**src/logic/orsq_pkg.sv**
```systemverilog
package orsq_pkg;

  // command codes of the four timing settings
  localparam logic [7:0] CMD_TURN_ON_WAIT_TIME  = 8'h60;
  localparam logic [7:0] CMD_RAMP_UP_DURATION   = 8'h61;
  localparam logic [7:0] CMD_TURN_OFF_WAIT_TIME = 8'h64;
  localparam logic [7:0] CMD_RAMP_DOWN_DURATION = 8'h65;

  // storage index of each setting
  localparam int unsigned IDX_ON_WAIT  = 0;
  localparam int unsigned IDX_RISE     = 1;
  localparam int unsigned IDX_OFF_WAIT = 2;
  localparam int unsigned IDX_FALL     = 3;
  localparam int unsigned NUM_SETTINGS = 4;

  // linear-11 field layout
  localparam int unsigned L11_EXP_MSB  = 15;
  localparam int unsigned L11_EXP_LSB  = 11;
  localparam int unsigned L11_MANT_MSB = 10;

  // values after reset
  localparam logic [15:0] RST_WORD_WAIT = 16'h0000;
  localparam logic [15:0] RST_WORD_RAMP = 16'hca80;

  // timing base: the interval counter runs in sixteenths of a millisecond
  localparam int unsigned CLK_PERIOD_NS   = 100;
  localparam int unsigned TICK_PERIOD_NS  = 62500;
  localparam int unsigned TICK_CYCLES_DEF = TICK_PERIOD_NS / CLK_PERIOD_NS;
  localparam int unsigned TICKS_PER_MS    = 16;
  localparam int          TICK_SHIFT      = 4;
  localparam int unsigned TICK_W          = 11;
  localparam int unsigned DIV_W           = 16;

  // accepted range and thresholds
  localparam int unsigned MAX_TIME_MS   = 125;
  localparam int unsigned MAX_TICKS     = MAX_TIME_MS * TICKS_PER_MS;
  localparam int unsigned FAST_OFF_US   = 500;
  localparam int unsigned FAST_TICKS    = FAST_OFF_US * TICKS_PER_MS / 1000;
  localparam int unsigned RAMP_RST_MS   = 5;
  localparam logic [10:0] RST_TICKS_WAIT = 11'h000;
  localparam logic [10:0] RST_TICKS_RAMP = 11'(RAMP_RST_MS * TICKS_PER_MS);

  typedef enum logic [2:0] {
    ST_OFF, ST_ON_WAIT, ST_RISING, ST_ON, ST_OFF_WAIT, ST_FALLING
  } orsq_state_e;

endpackage

```
**src/logic/orsq_top.sv**
```systemverilog
// Overview of operation
// - wait turn-on delay after enable, default zero
// - refuse settings outside 0 to 125 ms
// - settings are linear-11 words, Y times 2^N
// - ramp up over rise time, default 5 ms
// - wait turn-off delay after disable, default zero
// - ramp down over fall time, default 5 ms
// - fall under 0.5 ms: both FETs off at once
`timescale 1ns/1ps
module orsq_top
  import orsq_pkg::*;
#(
  parameter int unsigned TICK_CYCLES = TICK_CYCLES_DEF
) (
  // clock and reset
  input  wire logic        CLK,
  input  wire logic        SYS_RST,
  // enable pin
  input  wire logic        ENABLE,
  // command port
  input  wire logic [7:0]  CMD_CODE,
  input  wire logic        WR_STB,
  input  wire logic [15:0] WR_DATA,
  input  wire logic        RD_STB,
  output logic      [15:0] RD_DATA,
  output logic             RD_VALID,
  output logic             WR_ACK,
  output logic             WR_NACK,
  // power stage control
  output logic             REGULATE,
  output logic             RAMP_UP,
  output logic             RAMP_DOWN,
  output logic             OUTPUT_OFF
);

  ////////////////////////////////////////////////////////////////////////////
  // settings storage

  logic [15:0]       word_q [NUM_SETTINGS];
  logic [TICK_W-1:0] ticks_q [NUM_SETTINGS];
  logic [15:0]       next_word [NUM_SETTINGS];
  logic [TICK_W-1:0] next_ticks [NUM_SETTINGS];
  logic              fall_fast;
  logic              next_fall_fast;
  logic [15:0]       next_rd_data;
  logic              next_rd_valid;
  logic              next_wr_ack;
  logic              next_wr_nack;
  logic              cmd_hit;
  logic [1:0]        cmd_idx;
  logic              dec_ok;
  logic [TICK_W-1:0] dec_ticks;
  logic              dec_fast;

  always_comb begin
    cmd_hit = 1'b1;
    cmd_idx = 2'(IDX_ON_WAIT);
    unique case (CMD_CODE)
      CMD_TURN_ON_WAIT_TIME:  cmd_idx = 2'(IDX_ON_WAIT);
      CMD_RAMP_UP_DURATION:   cmd_idx = 2'(IDX_RISE);
      CMD_TURN_OFF_WAIT_TIME: cmd_idx = 2'(IDX_OFF_WAIT);
      CMD_RAMP_DOWN_DURATION: cmd_idx = 2'(IDX_FALL);
      default:                cmd_hit = 1'b0;
    endcase
  end

  orsq_lin11_decode u_decode (
    .word       (WR_DATA),
    .in_range   (dec_ok),
    .ticks      (dec_ticks),
    .below_fast (dec_fast)
  );

  genvar gi;
  generate
    for (gi = 0; gi < NUM_SETTINGS; gi++) begin : g_set
      always_comb begin
        next_word[gi]  = word_q[gi];
        next_ticks[gi] = ticks_q[gi];
        // out-of-range words leave the old setting in force
        if (WR_STB && cmd_hit && cmd_idx == 2'(gi) && dec_ok) begin
          next_word[gi]  = WR_DATA;
          next_ticks[gi] = dec_ticks;
        end
      end
      always_ff @(posedge CLK) begin
        if (SYS_RST) begin
          word_q[gi]  <= (gi == IDX_RISE || gi == IDX_FALL) ? RST_WORD_RAMP
                                                            : RST_WORD_WAIT;
          ticks_q[gi] <= (gi == IDX_RISE || gi == IDX_FALL) ? RST_TICKS_RAMP
                                                            : RST_TICKS_WAIT;
        end else begin
          word_q[gi]  <= next_word[gi];
          ticks_q[gi] <= next_ticks[gi];
        end
      end
    end
  endgenerate

  always_comb begin
    next_fall_fast = fall_fast;
    if (WR_STB && cmd_hit && cmd_idx == 2'(IDX_FALL) && dec_ok) begin
      next_fall_fast = dec_fast;
    end
    next_wr_ack   = WR_STB && cmd_hit && dec_ok;
    next_wr_nack  = WR_STB && !(cmd_hit && dec_ok);
    next_rd_valid = RD_STB;
    next_rd_data  = RD_DATA;
    if (RD_STB) begin
      next_rd_data = cmd_hit ? word_q[cmd_idx] : 16'h0000;
    end
  end

  always_ff @(posedge CLK) begin
    if (SYS_RST) begin
      fall_fast <= 1'b0;
      RD_DATA   <= 16'h0000;
      RD_VALID  <= 1'b0;
      WR_ACK    <= 1'b0;
      WR_NACK   <= 1'b0;
    end else begin
      fall_fast <= next_fall_fast;
      RD_DATA   <= next_rd_data;
      RD_VALID  <= next_rd_valid;
      WR_ACK    <= next_wr_ack;
      WR_NACK   <= next_wr_nack;
    end
  end

  ////////////////////////////////////////////////////////////////////////////
  // sequencer

  orsq_state_e       state;
  orsq_state_e       next_state;
  logic [DIV_W-1:0]  div_cnt;
  logic [DIV_W-1:0]  next_div_cnt;
  logic [TICK_W-1:0] tick_cnt;
  logic [TICK_W-1:0] next_tick_cnt;
  logic              tick;
  logic              en_meta;
  logic              en_s;

  always_ff @(posedge CLK) begin
    if (SYS_RST) begin
      en_meta <= 1'b0;
      en_s    <= 1'b0;
    end else begin
      en_meta <= ENABLE;
      en_s    <= en_meta;
    end
  end

  always_comb begin
    tick          = (div_cnt == DIV_W'(TICK_CYCLES - 1));
    next_state    = state;
    next_div_cnt  = tick ? '0 : div_cnt + 1'b1;
    next_tick_cnt = tick ? tick_cnt + 1'b1 : tick_cnt;
    unique case (state)
      ST_OFF: begin
        if (en_s) next_state = ST_ON_WAIT;
      end
      ST_ON_WAIT: begin
        if (!en_s) next_state = ST_OFF;
        else if (tick_cnt >= ticks_q[IDX_ON_WAIT]) next_state = ST_RISING;
      end
      ST_RISING: begin
        // a disable mid-ramp goes straight to the turn-off wait
        if (!en_s) next_state = ST_OFF_WAIT;
        else if (tick_cnt >= ticks_q[IDX_RISE]) next_state = ST_ON;
      end
      ST_ON: begin
        if (!en_s) next_state = ST_OFF_WAIT;
      end
      ST_OFF_WAIT: begin
        if (en_s) next_state = ST_ON;
        else if (tick_cnt >= ticks_q[IDX_OFF_WAIT]) begin
          next_state = fall_fast ? ST_OFF : ST_FALLING;
        end
      end
      ST_FALLING: begin
        // fall always completes; a new enable is seen once off
        if (tick_cnt >= ticks_q[IDX_FALL]) next_state = ST_OFF;
      end
    endcase
    // every interval is measured from its own entry
    if (next_state != state || state == ST_OFF || state == ST_ON) begin
      next_div_cnt  = '0;
      next_tick_cnt = '0;
    end
  end

  always_ff @(posedge CLK) begin
    if (SYS_RST) begin
      state      <= ST_OFF;
      div_cnt    <= '0;
      tick_cnt   <= '0;
      REGULATE   <= 1'b0;
      RAMP_UP    <= 1'b0;
      RAMP_DOWN  <= 1'b0;
      OUTPUT_OFF <= 1'b1;
    end else begin
      state      <= next_state;
      div_cnt    <= next_div_cnt;
      tick_cnt   <= next_tick_cnt;
      REGULATE   <= next_state inside {ST_RISING, ST_ON, ST_OFF_WAIT, ST_FALLING};
      RAMP_UP    <= next_state == ST_RISING;
      RAMP_DOWN  <= next_state == ST_FALLING;
      OUTPUT_OFF <= next_state inside {ST_OFF, ST_ON_WAIT};
    end
  end

  ////////////////////////////////////////////////////////////////////////////
  // checks

  property p_on_wait_hold;
    @(posedge CLK) disable iff (SYS_RST)
    (state == ST_ON_WAIT && en_s && tick_cnt < ticks_q[IDX_ON_WAIT]) |=> !RAMP_UP;
  endproperty
  a_on_wait_hold: assert property (p_on_wait_hold) else $error("rise began early");

  property p_on_wait_end;
    @(posedge CLK) disable iff (SYS_RST)
    (state == ST_ON_WAIT && en_s && tick_cnt >= ticks_q[IDX_ON_WAIT])
      |=> RAMP_UP && !OUTPUT_OFF;
  endproperty
  a_on_wait_end: assert property (p_on_wait_end) else $error("rise did not start");

  property p_reject_keeps;
    @(posedge CLK) disable iff (SYS_RST)
    (WR_STB && !dec_ok) |=> $stable(word_q[IDX_RISE]) && $stable(word_q[IDX_FALL]) && WR_NACK;
  endproperty
  a_reject_keeps: assert property (p_reject_keeps) else $error("bad value taken");

  property p_decode_default;
    @(posedge CLK) disable iff (SYS_RST)
    (WR_DATA == RST_WORD_RAMP) |-> dec_ok && dec_ticks == RST_TICKS_RAMP && !dec_fast;
  endproperty
  a_decode_default: assert property (p_decode_default) else $error("decode wrong");

  property p_rise_span;
    @(posedge CLK) disable iff (SYS_RST)
    (state == ST_RISING && en_s && tick_cnt < ticks_q[IDX_RISE]) |=> state == ST_RISING;
  endproperty
  a_rise_span: assert property (p_rise_span) else $error("rise cut short");

  property p_off_wait;
    @(posedge CLK) disable iff (SYS_RST)
    (state == ST_OFF_WAIT && !en_s && tick_cnt < ticks_q[IDX_OFF_WAIT])
      |=> REGULATE && !RAMP_DOWN;
  endproperty
  a_off_wait: assert property (p_off_wait) else $error("fall began early");

  property p_fall_end;
    @(posedge CLK) disable iff (SYS_RST)
    (state == ST_FALLING && tick_cnt >= ticks_q[IDX_FALL]) |=> OUTPUT_OFF && !REGULATE;
  endproperty
  a_fall_end: assert property (p_fall_end) else $error("fall did not end");

  property p_fast_off;
    @(posedge CLK) disable iff (SYS_RST)
    (state == ST_OFF_WAIT && !en_s && fall_fast && tick_cnt >= ticks_q[IDX_OFF_WAIT])
      |=> !REGULATE && !RAMP_DOWN;
  endproperty
  a_fast_off: assert property (p_fast_off) else $error("no immediate switch-off");

  property p_tick_spacing;
    @(posedge CLK) disable iff (SYS_RST)
    tick |=> !tick;
  endproperty
  a_tick_spacing: assert property (p_tick_spacing) else $error("tick too frequent");

  property p_state_order;
    @(posedge CLK) disable iff (SYS_RST)
    (state == ST_OFF) |=> state inside {ST_OFF, ST_ON_WAIT};
  endproperty
  a_state_order: assert property (p_state_order) else $error("bad start order");

  c_full_on: cover property (@(posedge CLK) disable iff (SYS_RST)
    state == ST_RISING ##1 state == ST_ON);
  c_full_off: cover property (@(posedge CLK) disable iff (SYS_RST)
    state == ST_FALLING ##1 state == ST_OFF);
  c_fast_off: cover property (@(posedge CLK) disable iff (SYS_RST)
    state == ST_OFF_WAIT ##1 state == ST_OFF);
  c_reject: cover property (@(posedge CLK) disable iff (SYS_RST) WR_NACK);

endmodule

```
**src/logic/orsq_lin11_decode.sv**
```systemverilog
`timescale 1ns/1ps
module orsq_lin11_decode
  import orsq_pkg::*;
(
  // setting word
  input  wire logic [15:0] word,
  // decoded result
  output logic             in_range,
  output logic [10:0]      ticks,
  output logic             below_fast
);

  logic signed [4:0]  expo;
  logic signed [10:0] mant;
  logic signed [5:0]  shift;
  logic [31:0]        wide;

  always_comb begin
    expo  = word[L11_EXP_MSB:L11_EXP_LSB];
    mant  = word[L11_MANT_MSB:0];
    shift = 6'(expo) + 6'(TICK_SHIFT);
    if (shift >= 0) begin
      wide = {21'h000000, mant} << shift[4:0];
    end else begin
      // right shift truncates, so a sub-tick remainder is dropped
      wide = {21'h000000, mant} >> 5'(-shift);
    end
    // a negative time is never legal; zero mantissa is zero time
    in_range   = !mant[10] && (wide <= 32'(MAX_TICKS));
    ticks      = wide[10:0];
    below_fast = wide < 32'(FAST_TICKS);
  end

endmodule

```
**config.mk**
```make
export PLATFORM = sky130hd
export DESIGN_NAME = orsq_top
export DESIGN_NICKNAME = d
export VERILOG_FILES = /design/src/logic/orsq_pkg.sv /design/src/logic/orsq_top.sv /design/src/logic/orsq_lin11_decode.sv
export SDC_FILE = /design/constraint.sdc
export NUM_CORES = 1
export LEC_CHECK = 0
export ABC_AREA = 1
export ABC_CLOCK_PERIOD_IN_PS = 4400
export BUFFER_PORTS_ARGS = -buffer_cell sky130_fd_sc_hd__buf_4
export CORE_UTILIZATION = 62
export CTS_CLUSTER_DIAMETER = 30
export DETAILED_ROUTE_END_ITERATION = 8
export GPL_ROUTABILITY_DRIVEN = 0
export PLACE_DENSITY = 0.86
export SYNTH_ARGS = -nofsm -noshare
export SYNTH_HDL_FRONTEND = slang
export SYNTH_HIERARCHICAL = 1
export SYNTH_SLANG_ARGS = --single-unit
```
**constraint.sdc**
```tcl
create_clock -name CLK -period 4.4 [get_ports CLK]
set_input_delay 0.88 -clock CLK [delete_from_list [all_inputs] [get_ports CLK]]
set_output_delay 0.88 -clock CLK [all_outputs]
set_load 0.01 [all_outputs]
```
Yosys cells after proc, flatten, opt, wreduce, memory -nomap -nowiden --
Memories as Yosys holds them, arrays and structs flattened. Cells that the tools add are included.
Cells by class: bitwise operators 8, mux-type cells 34, equality and inequality tests 23, magnitude comparators 7, $add $sub $neg 4, reductions and logical operators 29, shift-type cells 2
Operator list (number):
- 2-to-1 mux 16 bit | 9
- 2-to-1 mux 11 bit | 8
- greater-or-equal comparator 11 bit | 4
- equality test 8 x 7 -> 1 bit (second input constant) | 4
- <= comparator 32 x 11 -> 1 bit (second input constant) | 1
- less-than comparator 32 x 4 -> 1 bit (second input constant) | 1
- 2-to-1 mux 32 bit | 1
- left shift 11 x 5 -> 32 bit | 1
- >> shifter 11 x 5 -> 32 bit | 1
- 2-to-1 mux 3 bit | 10
- one-hot mux 3 bit (6 select lines) | 1
- adder 16 x 1 -> 16 bit (second input constant) | 1
- equality test 16 x 10 -> 1 bit (second input constant) | 1
- logical AND 1 bit | 13
- equality test 3 x 2 -> 1 bit (second input constant) | 4
- equality test 3 bit (second input constant) | 4
- adder 11 x 1 -> 11 bit (second input constant) | 1
- bitwise OR 1 bit | 8
- AND reduction 2 bit | 4
- adder 5 x 4 -> 6 bit (second input constant) | 1
- equality test 3 x 1 -> 1 bit (second input constant) | 2
- greater-or-equal comparator 6 x 1 -> 1 bit (second input constant) | 1
- logical NOT 3 bit | 2
- one-hot mux 2 bit (3 select lines) | 1
- 14 further kinds | 23
Word-level totals: output and inout port bits 23, RAM bits 108, flip-flop bits (word level) 56, memories 2
Memory list:
- word_q | depth 4, width 16, read ports 1, clocked after memory_dff 0, wr ports 4, line orsq_top.sv:39 | logic [15:0] word_q [NUM_SETTINGS];
- ticks_q | depth 4, width 11, read ports 4, clocked after memory_dff 0, wr ports 4, line orsq_top.sv:40 | logic [TICK_W-1:0] ticks_q [NUM_SETTINGS];

Logic depth before layout (Yosys ltp) --
depth in word-level cells 10, depth in mapped cells 26, gate-level depth less buffers 24

Hierarchy --
Netlist, hierarchy kept.
By module, submodules not included:
- orsq_top | seq. area each 3923.8 sq um, cells each 897, times used 1, area each 7801.2 sq um
- orsq_lin11_decode | seq. area each 0.0 sq um, cells each 293, times used 1, area each 1391.3 sq um

Worst setup path after synthesis --
OpenSTA, ideal clock, no wires.
path kind input-to-reg, start point input port WR_DATA[12], end point memory word_q[0][0], enable pin, setup time 0.387 ns, path buffers 4, arrival 3.526 ns, cell stages on the path 22, path slack 0.487 ns, cell sequence inv_2 buf_2 ha_1 buf_4 inv_1 buf_4 nand3_1 nand2_1 nor2_1 nand2_1 nand2_1 nand2_1 o21a_1 nand2_1 nor2_1 nor2_1 nor2_1 nand2_2 nor2_2 nand3_1 nand2_1 clkbuf_1
RTL lines:
- start, declared | line orsq_top.sv:23 | input wire logic [15:0] WR_DATA,
- end, declared | line orsq_top.sv:39

==> metrics <==
outcome finished, final reports clean; top-count cell post-synth nand2_1; number of buffers added on ports 51; hold_sp en_meta$_SDFF_PP0_; HP Class reg2reg; Post-synth top flop dfxtp_1; min cycle time layout about 3800 ps; final setup fails 0; CTS Buffer Depth 2; largest net degree at the start of global routing 28; Yosys reg bits ~160; Max-slew headroom roughly three fifths; die area ~0.015 mm2; # IOs 52; critical path type in2reg; Worst-path clk slew around 60 ps; total gr overflow 0; cell family with most CP delay simple AND/OR/NAND/NOR gates; DRT Wirelength approximately 23,000 um; Power Density around 330 mW/mm2; Synth Instances around 1,200; Syn-to-layout area delta 11.7%; Post-synth top cells nand2_1 (260), inv_1 (161), nor2_1 (150), nand3_1 (137), dfxtp_1 (100); vias in the first global route 7,589; Worst Path Arrival just over 4000 ps; DR vias ~8,400; FF-to-FF Start tick_cnt[6]$_SDFFE_PP0P_; fin worst setup slack 594 ps; All-Layer GR Usage a little under a third; Horiz. Die Dim around 120 um; number of enable flip-flop cells after synthesis 64; Multi-input gate area 0.00441 mm2; CTS Hold Bufs 0; row cnt between 40 and 50; dpl hpwl 16,200 um; Synth area leader dfxtp_1; CP max stage cell ha_1; CTS Root Cell clkbuf_16; fin crit share between 80 and 90%; Reg area roughly 0.0039 mm2; layout cells sized above 1 between 10% and 20%; initial core utilization a little under two thirds; Area contributors post-synth dfxtp_1 (22%), edfxtp_1 (21%), nand2_1 (11%); DR vias/cell 5.82; Max Clk Rate 0.263 GHz; worst-path cell chain buf_4 -> inv_2 -> ha_1 -> inv_1 -> nand3_1 -> nand3_1 -> o21ai_1 -> nand2_1 -> nand2_2 -> nand2_1 -> clkinv_1 -> nand3_1 -> nor2_1 -> nor2_1 -> nor2_1 -> nand2_2 -> nor2_2 -> inv_2 -> nor2_4 -> inv_4 -> nor2_8 -> inv_2 -> o22ai_1; Synthesis Warnings 6; Worst EP required around 4700 ps; Nets 1,318; # fillers approximately 1,100; count of cell types in the netlist 51; RSZ-0062 raised after global routing no; total CTS buffers 17; CTS tree done; worst stage delay on the critical path 480 ps; drt pass-1 iters 7; initial antenna violation count 0; pre-CTS setup slack between 200 and 300 ps; crit path launch type primary input; DR DRC count 0; Synth Area per Inst roughly 7.7 um2; Wirelength per Cell 16.1 um; Slew Limit Fails 0; worst-path fanout max 20; sequential cell area fraction in the yosys report 42.7%; Setup TNS Final 0 ps; PostCTS Resize Cnt 0; syn_nets approximately 1,300; Antenna Nets Post-Route 0; Mapped Area roughly 0.009 mm2; max-cap violations 0; Max H-tree Level 4; Die H ~120 um; LEAKAGE ~4.5 nW; DRT iter0 DRCs between 900 and 1,000; Antenna diodes 0; WP buf/inv 7; clk sinks between 150 and 200; Final Hold Fails 0; Worst Clk Skew 7.57 ps; Post-CTS Setup Inserts 0; total core area about 0.014 mm2; CP Launch Point WR_DATA[12]; global-route wire length before repair roughly 36,000 um; Async SR Flop Fraction 0%; Slew @ Worst Pin around 610 ps; clk_lat worst skew ~440 ps; Worst VDD drop about 0.00028 V; Synth top area share between 20 and 25%; Worst Setup End Kind flip-flop
## kinds of logic (layout without fill, tap and decap cells)
group	Yosys count	count (layout)	share of synthesized area [%]
buffers and inverters	207	269	9.42
xor gates and xnor gates	25	25	2.55
muxes	2	2	0.218
adders and majority gates	50	50	6.81
and+or+nand+nor	624	624	30.5
AOI/OAI and AO/OA	118	118	7.87
DFF	164	164	42.7
## layout make-up
| cell class | instances | share of cell area (%) |
|---|---|---|
| Clock buffer | 20 | 4.25 |
| Clock inverter | 12 | 1.12 |
| Inverter | 173 | 6.37 |
| Multi-Input combinational cell | 819 | 43.0 |
| Sequential cell | 164 | 38.2 |
| Tap cell | 184 | 2.24 |
| Timing Repair Buffer | 64 | 4.80 |
## path summary, 6_finish.rpt
check,to,slack (ps),cells after the start
max,ticks_q[3][2]$_SDFFE_PP0P_,590,23
min,en_s$_SDFF_PP0_,410,2
max reg2reg,div_cnt[9]$_SDFF_PP0_,1790,14
min reg2reg,en_s$_SDFF_PP0_,410,2
## per-layer routing
metal  GRT usage, %  wire [um]  vias to the layer above
met5              0          0                        -
li1               -          -                     4000
met2           50.0      10600                      480
met4           15.3        801                        0
met3           6.09       2120                       85
met1           40.5       9660                     3798
## placed cells by master, fill, tap and decap left out, types with 3 or more instances in the layout
master / instances
nor4_1: 4
clkinv_2: 5
nand3b_1: 3
o21a_1: 3
inv_1: 161
nor2_4: 4
nor2_1: 150
nand3_1: 137
inv_2: 8
ha_1: 50
o21ai_0: 6
xor2_1: 20
edfxtp_1: 64
nor2_2: 4
buf_4: 63
nand2_2: 19
xnor2_1: 3
o21ai_1: 4
nor3_1: 6
a22oi_1: 14
nor3_2: 4
nand2_1: 260
o21ai_2: 4
nand4_1: 18
dfxtp_1: 100
a21oi_1: 43
o22ai_1: 37
clkbuf_1: 3
nand3_2: 3
clkbuf_16: 17
clkinvlp_4: 3
clkinv_1: 4
## stage by stage
stage          cell area (um2)  hold WS [ps]  util, %  instances  total power, mW
2_1_floorplan             9190           388        -       1190             1.87
3_3_place_gp              9710           408     67.1       1404             1.97
4_1_cts                  10300           410     70.9       1436             3.35
5_1_grt                  10300           450     70.9       1436             3.45
6_report                 10300           411     70.9       1436             3.36
3_5_place_dp              9710           404     67.1       1404             1.97
## registers in the layout, indices dropped and copies added, names as in the netlist
register    count
RAMP_DOWN       1
WR_NACK         1
en_meta         1
RAMP_UP         1
word_q         64
ticks_q        44
RD_DATA        16
en_s            1
OUTPUT_OFF      1
RD_VALID        1
fall_fast       1
REGULATE        1
div_cnt        16
state           3
tick_cnt       11
WR_ACK          1
## worst min-delay path, delay by kind of cell (launching register included)
family                 cells  cell delay, ps
flip-flops                 1             300
buffers and inverters      1              40
AND/OR/NAND/NOR            1              30
## power by group
part | leakage [nW] | internal (mW) | switching (mW)
clock network | 0.264 | 0.824 | 0.590
logic | 2.81 | 0.102 | 0.227
registers | 1.42 | 1.61 | 0.0123
total | 4.50 | 2.53 | 0.830
Power figures use the tool's default switching activity.
